File: config.mk
export PLATFORM = sky130hd
export DESIGN_NAME = xbi_ext_bus
export DESIGN_NICKNAME = d
export VERILOG_FILES = /design/src/rtl/xbi_pkg.sv /design/src/rtl/xbi_ext_bus.sv /design/src/rtl/xbi_wait_gen.sv
export VERILOG_INCLUDE_DIRS = /design/src /design/src/rtl
export SDC_FILE = /design/constraint.sdc
export NUM_CORES = 1
export LEC_CHECK = 0
export ABC_AREA = 1
export BUFFER_PORTS_ARGS = -buffer_cell sky130_fd_sc_hd__buf_2
export CAP_MARGIN = 20
export CORE_ASPECT_RATIO = 0.8
export CORE_UTILIZATION = 40
export CTS_CLUSTER_DIAMETER = 30
export CTS_CLUSTER_SIZE = 10
export DETAILED_ROUTE_END_ITERATION = 8
export PLACE_DENSITY = 0.73
export RECOVER_POWER = 25
export SLEW_MARGIN = 20
export SYNTH_ARGS = -nofsm -noshare
export SYNTH_HDL_FRONTEND = slang
export SYNTH_SLANG_ARGS = --single-unit
File: constraint.sdc
create_clock -name clk_i -period 1.3 [get_ports clk_i]
set_input_delay 0.065 -clock clk_i [delete_from_list [all_inputs] [get_ports clk_i]]
set_output_delay 0.065 -clock clk_i [all_outputs]
set_load 0.005 [all_outputs]
File: src/rtl/xbi_cfg.svh
// constants of the external bus interface: widths, field positions, idle levels
// assumes inclusion by the package and the design modules of this block
`ifndef XBI_CFG_SVH
`define XBI_CFG_SVH

`define XBI_DATA_W 16
`define XBI_ADDR_W 16
`define XBI_WS_W 3
`define XBI_MODE_W 16
`define XBI_RPF_BIT 15
`define XBI_GLOBAL_W 15
`define XBI_GLOBAL_TOP 1'h1
`define XBI_ADDR_IDLE 16'h0000
`define XBI_DATA_IDLE 16'h0000
`define XBI_WS_ZERO 3'h0
`define XBI_WS_ONE 3'h1
`define XBI_WS_TWO 3'h2
`define XBI_WS_MAX 3'h7
`define XBI_PIN_HI 1'h1
`define XBI_PIN_LO 1'h0

`endif

File: src/rtl/xbi_pkg.sv
// types shared by the external bus interface modules
// assumes the constants header is on the include path
`include "xbi_cfg.svh"

package xbi_pkg;

  typedef enum logic [1:0] {
    XBI_SP_PROG = 2'h0,
    XBI_SP_DATA = 2'h1,
    XBI_SP_IO = 2'h2,
    XBI_SP_GLOBAL = 2'h3
  } xbi_space_t;

  typedef enum logic [2:0] {
    XBI_ST_IDLE = 3'h1,
    XBI_ST_ACCESS = 3'h2,
    XBI_ST_FINISH = 3'h4
  } xbi_state_t;

endpackage

File: src/rtl/xbi_ext_bus.sv
// external parallel bus interface: core request port to program, data, i/o
// and global spaces over a shared 16-bit address and data bus
// assumes the core holds a request stable until req_ready_o is high,
// and that the pad ring resolves each output and its active-low enable
//
// Operation
// - all external words travel on a 16-bit data bus, bit 15 MSB
// - data bus floats unless write data driven, and during reset
// - float input low floats data, address and every control output
// - a 16-bit address bus, bit 15 MSB, selects external locations
// - program select stays high, low only for off-chip program access
// - data select stays high, low only for off-chip data and global accesses
// - i/o select stays high, low only during external i/o access
// - ready sampled each cycle once the software waits run out; low means wait one cycle, sample again
// - direction line high by default, low only during external write
// - read strobe asserted on every external read of any space
// - mode register bit 15 turns read strobe pin into inverted direction
// - software wait states 0 to 7, plus hardware waits via ready
// - four spaces: program, data, i/o of 64K, global of 32K
// - write enable low on every external write while data driven
// - bus-cycle strobe stays high, low only during an external cycle
// - bus request asserted for every global data-space access
`timescale 1ns/1ns
`include "xbi_cfg.svh"

module xbi_ext_bus
  import xbi_pkg::*;
(
  input wire logic clk_i,
  input wire logic reset_i,
  input wire logic req_i,
  input wire xbi_space_t req_space_i,
  input wire logic req_write_i,
  input wire logic [`XBI_ADDR_W-1:0] req_addr_i,
  input wire logic [`XBI_DATA_W-1:0] req_wdata_i,
  output logic req_ready_o,
  output logic ack_o,
  output logic [`XBI_DATA_W-1:0] rdata_o,
  input wire logic [`XBI_WS_W-1:0] wait_count_i,
  input wire logic [`XBI_MODE_W-1:0] processor_mode_status_reg_i,
  input wire logic float_n_i,
  input wire logic ready_i,
  input wire logic [`XBI_DATA_W-1:0] ext_data_bus_i,
  output logic [`XBI_DATA_W-1:0] ext_data_bus_o,
  output logic ext_data_oe_n_o,
  output logic [`XBI_ADDR_W-1:0] ext_addr_bus_o,
  output logic ctrl_oe_n_o,
  output logic program_space_sel_n_o,
  output logic data_space_sel_n_o,
  output logic io_space_sel_n_o,
  output logic bus_cycle_strobe_n_o,
  output logic global_access_request_n_o,
  output logic rw_o,
  output logic read_strobe_n_o,
  output logic write_enable_n_o
);

  xbi_state_t state;
  xbi_state_t next_state;
  logic ws_done;
  logic start;
  logic read_pin_function_sel;

  // pin registers: address, data and strobe pins come straight from flip-flops; the read pin mux and output enables do not
  logic [`XBI_ADDR_W-1:0] addr;
  logic [`XBI_ADDR_W-1:0] next_addr;
  logic [`XBI_DATA_W-1:0] wdata;
  logic [`XBI_DATA_W-1:0] next_wdata;
  logic [`XBI_DATA_W-1:0] rdata;
  logic [`XBI_DATA_W-1:0] next_rdata;
  logic prog_n;
  logic next_prog_n;
  logic data_n;
  logic next_data_n;
  logic io_n;
  logic next_io_n;
  logic strobe_n;
  logic next_strobe_n;
  logic greq_n;
  logic next_greq_n;
  logic rw;
  logic next_rw;
  logic rd_n;
  logic next_rd_n;
  logic we_n;
  logic next_we_n;
  logic hold_write;
  logic next_hold_write;
  logic hold_global;
  logic next_hold_global;

  assign start = req_i && (state == XBI_ST_IDLE);
  assign read_pin_function_sel = processor_mode_status_reg_i[`XBI_RPF_BIT];

  xbi_wait_gen u_wait (
    .clk_i(clk_i),
    .reset_i(reset_i),
    .load_i(start),
    .count_i(wait_count_i),
    .done_o(ws_done)
  );

  // sequencer
  always_comb begin
    next_state = state;
    unique case (state)
      XBI_ST_IDLE: begin
        if (req_i) begin
          next_state = XBI_ST_ACCESS;
        end
      end
      XBI_ST_ACCESS: begin
        // ready is looked at only after the programmed waits run out
        if (ws_done && ready_i) begin
          next_state = XBI_ST_FINISH;
        end
      end
      XBI_ST_FINISH: begin
        next_state = XBI_ST_IDLE;
      end
      default: begin
        next_state = XBI_ST_IDLE;
      end
    endcase
  end

  always_ff @(posedge clk_i) begin
    if (reset_i) begin
      state <= XBI_ST_IDLE;
    end else begin
      state <= next_state;
    end
  end

  // pin values follow next_state so pins and state change on the same edge
  always_comb begin
    next_addr = addr;
    next_wdata = wdata;
    next_rdata = rdata;
    next_hold_write = hold_write;
    next_hold_global = hold_global;
    next_prog_n = `XBI_PIN_HI;
    next_data_n = `XBI_PIN_HI;
    next_io_n = `XBI_PIN_HI;
    next_strobe_n = `XBI_PIN_HI;
    next_greq_n = `XBI_PIN_HI;
    next_rw = `XBI_PIN_HI;
    next_rd_n = `XBI_PIN_HI;
    next_we_n = `XBI_PIN_HI;
    if (start) begin
      next_wdata = req_wdata_i;
      next_hold_write = req_write_i;
      next_hold_global = (req_space_i == XBI_SP_GLOBAL);
      next_addr = req_addr_i;
      // global space is 32K words, mapped onto the upper half of the bus
      if (req_space_i == XBI_SP_GLOBAL) begin
        next_addr = {`XBI_GLOBAL_TOP, req_addr_i[`XBI_GLOBAL_W-1:0]};
      end
      next_prog_n = !(req_space_i == XBI_SP_PROG);
      next_data_n = !(req_space_i == XBI_SP_DATA || req_space_i == XBI_SP_GLOBAL);
      next_io_n = !(req_space_i == XBI_SP_IO);
    end
    if (next_state == XBI_ST_ACCESS) begin
      if (!start) begin
        next_prog_n = prog_n;
        next_data_n = data_n;
        next_io_n = io_n;
      end
      next_strobe_n = `XBI_PIN_LO;
      next_greq_n = !next_hold_global;
      next_rw = !next_hold_write;
      next_rd_n = next_hold_write;
      next_we_n = !next_hold_write;
    end
    if (state == XBI_ST_ACCESS && next_state == XBI_ST_FINISH && !hold_write) begin
      next_rdata = ext_data_bus_i;
    end
  end

  always_ff @(posedge clk_i) begin
    if (reset_i) begin
      addr <= `XBI_ADDR_IDLE;
      wdata <= `XBI_DATA_IDLE;
      rdata <= `XBI_DATA_IDLE;
      hold_write <= `XBI_PIN_LO;
      hold_global <= `XBI_PIN_LO;
      prog_n <= `XBI_PIN_HI;
      data_n <= `XBI_PIN_HI;
      io_n <= `XBI_PIN_HI;
      strobe_n <= `XBI_PIN_HI;
      greq_n <= `XBI_PIN_HI;
      rw <= `XBI_PIN_HI;
      rd_n <= `XBI_PIN_HI;
      we_n <= `XBI_PIN_HI;
    end else begin
      addr <= next_addr;
      wdata <= next_wdata;
      rdata <= next_rdata;
      hold_write <= next_hold_write;
      hold_global <= next_hold_global;
      prog_n <= next_prog_n;
      data_n <= next_data_n;
      io_n <= next_io_n;
      strobe_n <= next_strobe_n;
      greq_n <= next_greq_n;
      rw <= next_rw;
      rd_n <= next_rd_n;
      we_n <= next_we_n;
    end
  end

  assign req_ready_o = (state == XBI_ST_IDLE);
  assign ack_o = (state == XBI_ST_FINISH);
  assign rdata_o = rdata;
  assign ext_addr_bus_o = addr;
  assign ext_data_bus_o = wdata;
  assign program_space_sel_n_o = prog_n;
  assign data_space_sel_n_o = data_n;
  assign io_space_sel_n_o = io_n;
  assign bus_cycle_strobe_n_o = strobe_n;
  assign global_access_request_n_o = greq_n;
  assign rw_o = rw;
  assign write_enable_n_o = we_n;
  // the pin can carry the inverted direction line for glue-free memories
  assign read_strobe_n_o = read_pin_function_sel ? !rw : rd_n;

  // float acts on both enables and reset on the data enable directly, with no clock delay
  assign ctrl_oe_n_o = !float_n_i;
  assign ext_data_oe_n_o = !float_n_i || reset_i || rw;

  logic in_access;
  assign in_access = (state == XBI_ST_ACCESS);
endmodule

File: src/rtl/xbi_wait_gen.sv
// software wait-state counter for one external access
// assumes load_i pulses in the cycle the access is accepted
`timescale 1ns/1ns
`include "xbi_cfg.svh"

module xbi_wait_gen
  import xbi_pkg::*;
(
  input wire logic clk_i,
  input wire logic reset_i,
  input wire logic load_i,
  input wire logic [`XBI_WS_W-1:0] count_i,
  output logic done_o
);

  logic [`XBI_WS_W-1:0] remain;
  logic [`XBI_WS_W-1:0] next_remain;

  always_comb begin
    next_remain = remain;
    if (load_i) begin
      next_remain = count_i;
    end else if (remain != `XBI_WS_ZERO) begin
      next_remain = remain - `XBI_WS_ONE;
    end
  end

  always_ff @(posedge clk_i) begin
    if (reset_i) begin
      remain <= `XBI_WS_ZERO;
    end else begin
      remain <= next_remain;
    end
  end

  assign done_o = (remain == `XBI_WS_ZERO);

endmodule

==> results_dict.tcl, run 1 <==
set metrics [dict create \
    diodes 0 \
    hold_viol_final 0 \
    tightest_slew_ns 0.324 \
    htreeDepth 3 \
    startpoint_type "flop" \
    synth_top_family_by_area "simple AND/OR/NAND/NOR gates" \
    cp.required_ns 1.58 \
    overflow 0 \
    synth_top_area_share_pct 51.2 \
    die_area_mm2 0.00648 \
    setup_viol 0 \
    yosys_warnings 0 \
    skew_ns 0.0108 \
    synth-edff-count 0 \
    endpoint "rdata_o[1]" \
    drtAntennaViolNets 0 \
    cp-end-kind "flop" \
    synth_ff_type "dfxtp_1" \
    max_freq_mhz 771 \
    synth_simple_gate_area_share_pct 25.6 \
    r2r_start "u_wait.remain[0]" \
    status "finished clean" \
    std_cell_rows 25 \
    cts_tree "yes" \
    synth_nets 407 \
    synth-seq-cells 63 \
    first_pass_iters 4 \
    power_density_mw_per_mm2 1140 \
    avgViaCountPerCell 4.67 \
    cp-startpoint "u_wait.remain[0]" \
    sequentialPowerShare_pct 47.5 \
    dp.cells 519 \
    drt-wirelength-per-cell_um 12.2 \
    vdd_drop_max_mv 0.835 \
    grt_antenna_before_repair 0 \
    combPwrFrac_pct 20.9 \
    layout.cells.non_filler 582 \
    grt_setup_unrepaired "yes" \
    clkPwrFrac_pct 31.6 \
    timing.final.crit_share_pct 99.7 \
    p_sw_w 0.00124 \
    worstSkewPairLatency_ns 0.34 \
    max_cap_violations 0 \
    synth.top_cells.by_area "dfxtp_1 (51%), nand2_1 (15%), a21oi_1 (10%)" \
    final_util_pct 65.8 \
    layout_min_cycle_time_ns 1.30 \
    grt_use_total_pct 21.3 \
    async_reset_ff_share_pct 0 \
    area.growth.synth_to_final_pct 57.9 \
    port_buffers 119 \
    hold_ws_ns 0.0333 \
    synth_area_per_cell_um2 7.46 \
    final_cell_mix "buf_2 (107), nand2_1 (98), dfxtp_1 (61), a21oi_1 (50), dlygate4sd3_1 (36)" \
    r2r_cells 8 \
    final_common_cell "buf_2" \
    synth.distinct_cells 23 \
    clock_path_buffers 2 \
    yosysTopAreaCell "dfxtp_1" \
    die_w_um 89.7 \
    drt_wl_total_um 7110 \
    drt_iter0_drc 150 \
    path_clk_slew_ns 0.06 \
    drc 0 \
    regArea_mm2 0.00126 \
    grt_pass1_vias 2471 \
    setup.worst_path.class "flop to flop" \
    reg2reg_slack_ns 0.003 \
    path_max_fanout 16 \
    slew_headroom_pct 78.4 \
    core_region_area_mm2 0.00591 \
    root_buffer "clkbuf_8" \
    numCtsBuffers 9 \
    yosysSeqAreaShare_pct 51.2 \
    synthAdderAreaFrac_pct 1.02 \
    syn_area_mm2 0.00246 \
    cts_sinks 63 \
    r2r_end "rdata_o[1]" \
    synth_xor_area_share_pct 0.356 \
    critPathArrivalTime_ns 1.57 \
    die_y_um 72.2 \
    hpwl_um 4030 \
    initial_utilization_pct 41.7 \
    grt_pass1_wl_um 10800 \
    synth_compound_area_share_pct 12.6 \
    synth_mux_area_share_pct 0 \
    vias 2717 \
    synthCells 330 \
    multiInputGateArea_mm2 0.00102 \
    ioPinCount 135 \
    drive_gt1_share_pct 31.3 \
    internal-power_w 0.00320 \
    fillers 509 \
    grt_max_degree 36 \
    nNetsFinal 573 \
    switching_share_pct 27.8 \
    hp-class "primary input to flop" \
    gp_congestion 0.727 \
    p_leak_nw 1.87 \
    slew_viol_final 0 \
]
==> critical path, cell delays in order, from the launching register on <==
cell	delay, ns
dfxtp_1	0.31
inv_2	0.07
ha_4	0.15
nand3_4	0.09
nor2_4	0.15
buf_4	0.15
buf_16	0.14
a21oi_1	0.07
nor2_1	0.10
==> synthesized netlist by cell type (2+ instances only) <==
| master | count |
|---|---|
| clkbuf_1 | 8 |
| o21ai_1 | 9 |
| nand3_1 | 22 |
| a21oi_1 | 51 |
| inv_2 | 2 |
| nor2_1 | 22 |
| buf_1 | 3 |
| buf_4 | 6 |
| dfxtp_1 | 63 |
| ha_1 | 2 |
| inv_1 | 30 |
| nor3_1 | 2 |
| nand2_1 | 98 |
| or2_2 | 2 |
| buf_2 | 2 |
==> how the worst min path moves through the flow <==
| stage | from | endpoint | slack, ns | depth (start not counted) |
|---|---|---|---|---|
| 2_1_floorplan | float_n_i | ctrl_oe_n_o | 0.16 | 1 |
| 3_3_place_gp | req_addr_i[15] | ext_addr_bus_o[15] | 0.29 | 3 |
| 3_5_place_dp | req_addr_i[15] | ext_addr_bus_o[15] | 0.30 | 3 |
| 4_1_cts | req_space_i[0] | data_space_sel_n_o | 0.02 | 4 |
| 5_1_grt | ready_i | state[2] | 0.02 | 3 |
| 6_report | wait_count_i[0] | u_wait.remain[0] | 0.03 | 3 |
==> what timing repair did <==
action,CTS,global route
resized for setup,9,8
setup buffers,2,5
endpoints found under the setup margin,20,43
pin swaps,2,5
gates cloned,2,2
endpoints found under the hold margin,36,0
hold buffers,36,0
==> sequential cells by signal, summed over array words and instances, names as in the netlist <==
signal and cells:
bus_cycle_strobe_n_o 1, global_access_request_n_o 1, program_space_sel_n_o 1, ext_data_bus_o 16
rd_n 1, data_space_sel_n_o 1, hold_write 1, io_space_sel_n_o 1
u_wait.remain 3, rdata_o 16, write_enable_n_o 1, hold_global 1
state 3, ext_addr_bus_o 16
==> area by class of cell <==
class	count	share of cell area [%]
Clock buffer	12	3.47
Clock inverter	4	0.579
Inverter	32	3.15
Multi-Input combinational cell	215	26.3
Sequential cell	63	32.5
Tap cell	81	2.61
Timing Repair Buffer	175	31.4
==> through the flow <==
step | total power [W] | TNS (ns) | worst slack, ns | cell area, um2
after floorplan | 0.00255 | 0 | 0.000583 | 2460
after global placement | 0.00283 | -0.474 | -0.0380 | 3170
after detailed placement | 0.00285 | -0.732 | -0.0560 | 3170
after CTS | 0.00438 | 0 | 0.00154 | 3790
after global routing | 0.00468 | -0.938 | -0.0830 | 3890
final | 0.00444 | 0 | 0.00349 | 3890
==> logic make-up (layout without fill, tap and decap cells) <==
logic type,Yosys count,after routing
AOI/OAI and AO/OA,61,61
xor gates and xnor gates,1,1
buffers and inverters,52,223
and+or+nand+nor,151,151
DFF,63,63
adders and majority gates,2,2
==> metal layers <==
metal,wire length [um],global-route usage (%)
met5,0,0
met4,106,7.83
met3,505,9.96
met2,3500,36.8
met1,2990,23.3
==> power by group through the flow <==
stage,Combinational (W),Clock [W],Sequential (W)
after global placement,0.000694,0,0.00214
after floorplan,0.000400,0,0.00215
after global routing,0.00104,0.00153,0.00212
final,0.000926,0.00140,0.00211
after detailed placement,0.000708,0,0.00214
after CTS,0.000845,0.00144,0.00210
(Power assumes the default switching activity.)
==> run 2: changes to the inputs <==
--- a/config.mk
+++ b/config.mk
@@ -15,7 +15,7 @@
 export CTS_CLUSTER_SIZE = 10
 export DETAILED_ROUTE_END_ITERATION = 8
 export PLACE_DENSITY = 0.73
-export RECOVER_POWER = 25
+export RECOVER_POWER = 50
 export SLEW_MARGIN = 20
 export SYNTH_ARGS = -nofsm -noshare
 export SYNTH_HDL_FRONTEND = slang
==> run 2 against run 1 <==
Compared with the run above: worst hold slack improved by 0.0030 ns; sequential cell count unchanged; core utilization decreased by 0.25 points; sequential power about the same; critical path depth unchanged; sequential share of layout area increased by 0.13 points; first-iteration DRC count decreased by 7.3%; die area unchanged; clock skew about the same; wire length decreased by 0.52%.
==> results_dict.tcl, run 2 (synthesized netlist as in run 1, its figures left out) <==
set metrics [dict create \
    worstSkewPairLatency_ns 0.34 \
    htreeDepth 3 \
    startpoint_type "flop" \
    path_max_fanout 16 \
    status "finished clean" \
    grt_use_total_pct 21.3 \
    overflow 0 \
    drt_wl_total_um 7070 \
    setup_viol 0 \
    hp-class "primary input to flop" \
    slew_viol_final 0 \
    place_area_mm2 0.00317 \
    first_pass_iters 4 \
    p_leak_nw 1.83 \
    die_area_mm2 0.00648 \
    stdcell_area_mm2 0.00387 \
    final_common_cell "nand2_1" \
    hpwl_um 4030 \
    grt_setup_unrepaired "yes" \
    vias 2710 \
    die_y_um 72.2 \
    max_cap_violations 0 \
    drt_iter0_drc 139 \
    dp.cells 519 \
    critPathArrivalTime_ns 1.57 \
    diodes 0 \
    port_buffers 119 \
    numCtsBuffers 9 \
    gp_congestion 0.727 \
    cts_sinks 63 \
    final_cell_mix "nand2_1 (98), buf_2 (95), dfxtp_1 (61), a21oi_1 (50), dlygate4sd3_1 (36)" \
    tightest_slew_ns 0.324 \
    path_clk_slew_ns 0.06 \
    root_buffer "clkbuf_8" \
    core_region_area_mm2 0.00591 \
    grt_pass1_vias 2471 \
    clock_path_buffers 2 \
    layout.cells.non_filler 582 \
    tns_ns 0 \
    drt-wirelength-per-cell_um 12.1 \
    std_cell_rows 25 \
    cp.required_ns 1.57 \
    hold_viol_final 0 \
    cp-end-kind "flop" \
    area.growth.synth_to_final_pct 57.3 \
    finalPower_w 0.00443 \
    die_w_um 89.7 \
    grt_max_degree 36 \
    avgViaCountPerCell 4.66 \
    timing.final.crit_share_pct 99.7 \
    drive_gt1_share_pct 28.9 \
    setup.worst_path.class "flop to flop" \
    power_density_mw_per_mm2 1140 \
    cts_tree "yes" \
    vdd_drop_max_mv 0.834 \
    layout_min_cycle_time_ns 1.30 \
    final_util_pct 65.5 \
    slew_headroom_pct 78.4 \
    ioPinCount 135 \
    fillers 517 \
    skew_ns 0.0110 \
    nNetsFinal 573 \
    initial_utilization_pct 41.7 \
    grt_pass1_wl_um 10800 \
    drtAntennaViolNets 0 \
    max_freq_mhz 772 \
    grt_antenna_before_repair 0 \
    drc 0 \
]
-- run 2: layout make-up --
class / count / area, um2 / share of cell area (%)
well taps: 81 / 101 / 2.62
flip-flops and latches: 63 / 1260 / 32.6
clock buffers: 12 / 135 / 3.49
inverters: 32 / 123 / 3.17
multi-input cells: 215 / 1020 / 26.4
clock inverters: 4 / 22.5 / 0.581
repair buffers: 175 / 1200 / 31.1
-- run 2: what timing repair did --
| action | 4_1_cts | 5_1_grt |
|---|---|---|
| endpoints found under the setup margin | 20 | 43 |
| pin swaps | 2 | 5 |
| hold endpoints to repair | 36 | 0 |
| cloned | 2 | 2 |
| gates resized for setup | 9 | 8 |
| hold buffers | 36 | 0 |
| buffers inserted | 2 | 5 |
-- run 2: per-stage QoR --
stage,setup WS (ns),hold slack [ns]
2_1_floorplan,0.000583,0.164
3_3_place_gp,-0.0380,0.291
3_5_place_dp,-0.0560,0.302
4_1_cts,0.00154,0.0207
5_1_grt,-0.0830,0.0152
6_report,0.00431,0.0363
-- run 2: where the power goes --
part / leakage [nW] / switching, W / internal [W] / total [W]
Sequential: 0.515 / 0.0000601 / 0.00205 / 0.00211
Combinational: 1.23 / 0.000455 / 0.000467 / 0.000922
Clock: 0.0801 / 0.000716 / 0.000683 / 0.00140
-- run 2: path summary, 6_finish.rpt --
path / depth (start not counted) / slack, ns / to / startpoint
max: 8 / 0.004 / rdata_o[1] / u_wait.remain[0]
max reg2reg: 8 / 0.004 / rdata_o[1] / u_wait.remain[0]
min reg2reg: 2 / 0.45 / io_space_sel_n_o / io_space_sel_n_o
min: 3 / 0.04 / u_wait.remain[0] / wait_count_i[0]
-- run 2: worst max-delay path, stage by stage (launching register included) --
cell     delay (ns)
dfxtp_1        0.31
inv_2          0.07
ha_4           0.15
nand3_4        0.09
nor2_4         0.15
buf_4          0.15
buf_16         0.14
a21oi_1        0.07
nor2_1         0.10
-- run 2: per-layer routing --
layer	up-vias	track usage (%)	wire [um]
met3	9	9.96	486
met2	93	36.8	3490
li1	1376	-	-
met5	-	0	0
met1	1232	23.3	2990
met4	0	7.83	102
==> run 3: changes to the inputs <==
--- a/config.mk
+++ b/config.mk
@@ -6,7 +6,6 @@
 export SDC_FILE = /design/constraint.sdc
 export NUM_CORES = 1
 export LEC_CHECK = 0
-export ABC_AREA = 1
 export BUFFER_PORTS_ARGS = -buffer_cell sky130_fd_sc_hd__buf_2
 export CAP_MARGIN = 20
 export CORE_ASPECT_RATIO = 0.8
==> run 3 against run 2 <==
Compared with the run above: power rose by 13%; worst hold slack got worse by 0.025 ns; largest cell class is now non-clock buffers; the run now ends with negative setup slack left; register-to-register slack got worse by 0.18 ns; via count rose by 2.9%; clock skew barely moved; final cell count fell by 3.8%; clock power rose by 21%; maximum frequency fell by 12%.
==> results_dict.tcl, run 3 <==
set metrics [dict create \
    ys_top_cells_by_count "nand2_1 (67), dfxtp_1 (63), a21oi_1 (35)" \
    synth_nets 357 \
    final_common_cell "buf_2" \
    drc 0 \
    finalPower_w 0.00498 \
    drt-wirelength-per-cell_um 15.7 \
    drt_wl_total_um 8820 \
    endpoint "ext_data_bus_o[0]" \
    nNetsFinal 551 \
    hold_viol_final 0 \
    slew_headroom_pct 74.0 \
    worstHoldStart "ext_data_bus_i[15]" \
    yosysTopAreaCell "dfxtp_1" \
    drtAntennaViolNets 0 \
    yosys_warnings 0 \
    yosysSeqAreaShare_pct 50.1 \
    grt_setup_unrepaired "yes" \
    stdcell_area_mm2 0.00437 \
    hpwl_um 4430 \
    layout_min_cycle_time_ns 1.47 \
    avgViaCountPerCell 4.98 \
    timing.final.crit_share_pct 113 \
    first_pass_iters 4 \
    synth-seq-cells 63 \
    ioPinCount 135 \
    r2r_end "ext_data_bus_o[0]" \
    htreeDepth 3 \
    async_reset_ff_share_pct 0 \
    cts_tree "yes" \
    p_leak_nw 1.87 \
    area.growth.synth_to_final_pct 73.8 \
    critPathArrivalTime_ns 1.73 \
    fillers 413 \
    root_buffer "clkbuf_8" \
    grt_antenna_before_repair 0 \
    core_region_area_mm2 0.00597 \
    die_w_um 90.7 \
    cts_sinks 63 \
    multiInputGateArea_mm2 0.00130 \
    highest_layer "met4" \
    power_density_mw_per_mm2 1140 \
    startpoint_type "flop" \
    violations "negative setup slack" \
    synthCells 280 \
    status "complete, but fails checks" \
    place_area_mm2 0.00329 \
    grt_use_total_pct 23.3 \
    drive_gt1_share_pct 42.4 \
    tns_ns -4.78 \
    tightest_slew_ns 0.390 \
    cp-end-kind "flop" \
    setup_viol 56 \
    setup.worst_path.class "flop to flop" \
    grt_pass1_vias 2648 \
    path_clk_slew_ns 0.08 \
    synth-edff-count 0 \
    path_max_fanout 8 \
    die_y_um 72.9 \
    final_cell_mix "buf_2 (103), nand2_1 (59), dfxtp_1 (57), dlygate4sd3_1 (47), nand2b_1 (33)" \
    cp.required_ns 1.56 \
    skew_ns 0.0110 \
    numCtsBuffers 9 \
    initial_utilization_pct 42.1 \
    diodes 0 \
    synth_ff_type "dfxtp_1" \
    grt_max_degree 31 \
    slew_viol_final 0 \
    synth_area_per_cell_um2 8.98 \
    vdd_drop_max_mv 0.701 \
    synth.top_cells.by_area "dfxtp_1 (50%), nand2_1 (10%), nand2b_1 (8.2%)" \
    reg2reg_slack_ns -0.17 \
    drt_iter0_drc 117 \
    route.met2.wl_um 4510 \
    syn_area_mm2 0.00251 \
    std_cell_rows 25 \
    r2r_start "state[1]" \
    synthMostInstantiatedCell "nand2_1" \
    max_freq_mhz 679 \
    vias 2788 \
    r2r_cells 6 \
    max_cap_violations 0 \
    gp_congestion 0.731 \
    met3WireLength_um 392 \
    overflow 0 \
    synth.distinct_cells 33 \
    clock_path_buffers 2 \
    hp-class "primary input to flop" \
    die_area_mm2 0.00661 \
    synth_top_area_share_pct 50.1 \
    regArea_mm2 0.00127 \
    port_buffers 119 \
    place_ws_ns -0.165 \
    met1Wirelength_um 3450 \
    cp-startpoint "state[1]" \
    grt_pass1_wl_um 11800 \
    worstSkewPairLatency_ns 0.34 \
    setup_ws_ns -0.174 \
]
run 3: area by class of cell:
| cell class | count | area share [%] |
|---|---|---|
| Timing Repair Buffer | 202 | 34.0 |
| Multi-Input combinational cell | 194 | 29.8 |
| Sequential cell | 63 | 29.0 |
| Clock buffer | 10 | 3.15 |
| Tap cell | 81 | 2.32 |
| Clock inverter | 6 | 1.37 |
| Inverter | 4 | 0.343 |
run 3: routing by layer:
metal	global-route usage, %	vias up
li1	-	1312
met1	25.5	1319
met2	40.6	112
met3	7.08	45
met4	14.0	0
met5	0	-
run 3: worst max-delay path: stages (launching register included):
cell	delay, ns
dfxtp_2	0.34
buf_4	0.15
and4bb_4	0.37
buf_12	0.14
buf_16	0.13
nand2_1	0.07
a21oi_1	0.19
run 3: worst min-delay path by stage:
stage | slack (ns) | cells past startpoint | to
after floorplan | 0.16 | 1 | ctrl_oe_n_o
after global placement | 0.30 | 3 | u_wait.remain[0]
after detailed placement | 0.31 | 3 | ext_data_bus_o[10]
after CTS | 0.001 | 3 | rdata_o[11]
after global routing | 0.01 | 3 | rdata_o[15]
final | 0.01 | 3 | rdata_o[15]
run 3: cells by family (layout without fill, tap and decap cells):
logic type	after synthesis	after routing	share of synthesized area (%)
AOI/OAI and AO/OA	47	47	10.8
muxes	18	18	7.16
xor gates and xnor gates	1	1	0.348
adders and majority gates	2	2	0.995
DFF	63	63	50.1
buffers and inverters	23	222	4.38
and+or+nand+nor	126	126	26.2
run 3: where the power goes:
part / switching [W] / internal (W)
combinational: 0.000527 / 0.000647
sequential: 0.0000724 / 0.00205
clock: 0.000762 / 0.000926
run 3: through the flow:
step                std cells  utilization, %  hold slack (ns)
floorplan                 280               -            0.162
global placement          481            55.1            0.305
detailed placement        481            55.1            0.310
CTS                       553            69.3          0.00118
global route              560            73.2           0.0112
finish                    560            73.2           0.0118
run 3: repair_timing:
action | in CTS | in global routing
endpoints found under the hold margin | 47 | 0
cloned | 2 | 3
buffers inserted | 8 | 4
hold buffers | 47 | 0
gates resized for setup | 22 | 35
pin swaps | 9 | 8
endpoints found under the setup margin | 57 | 61
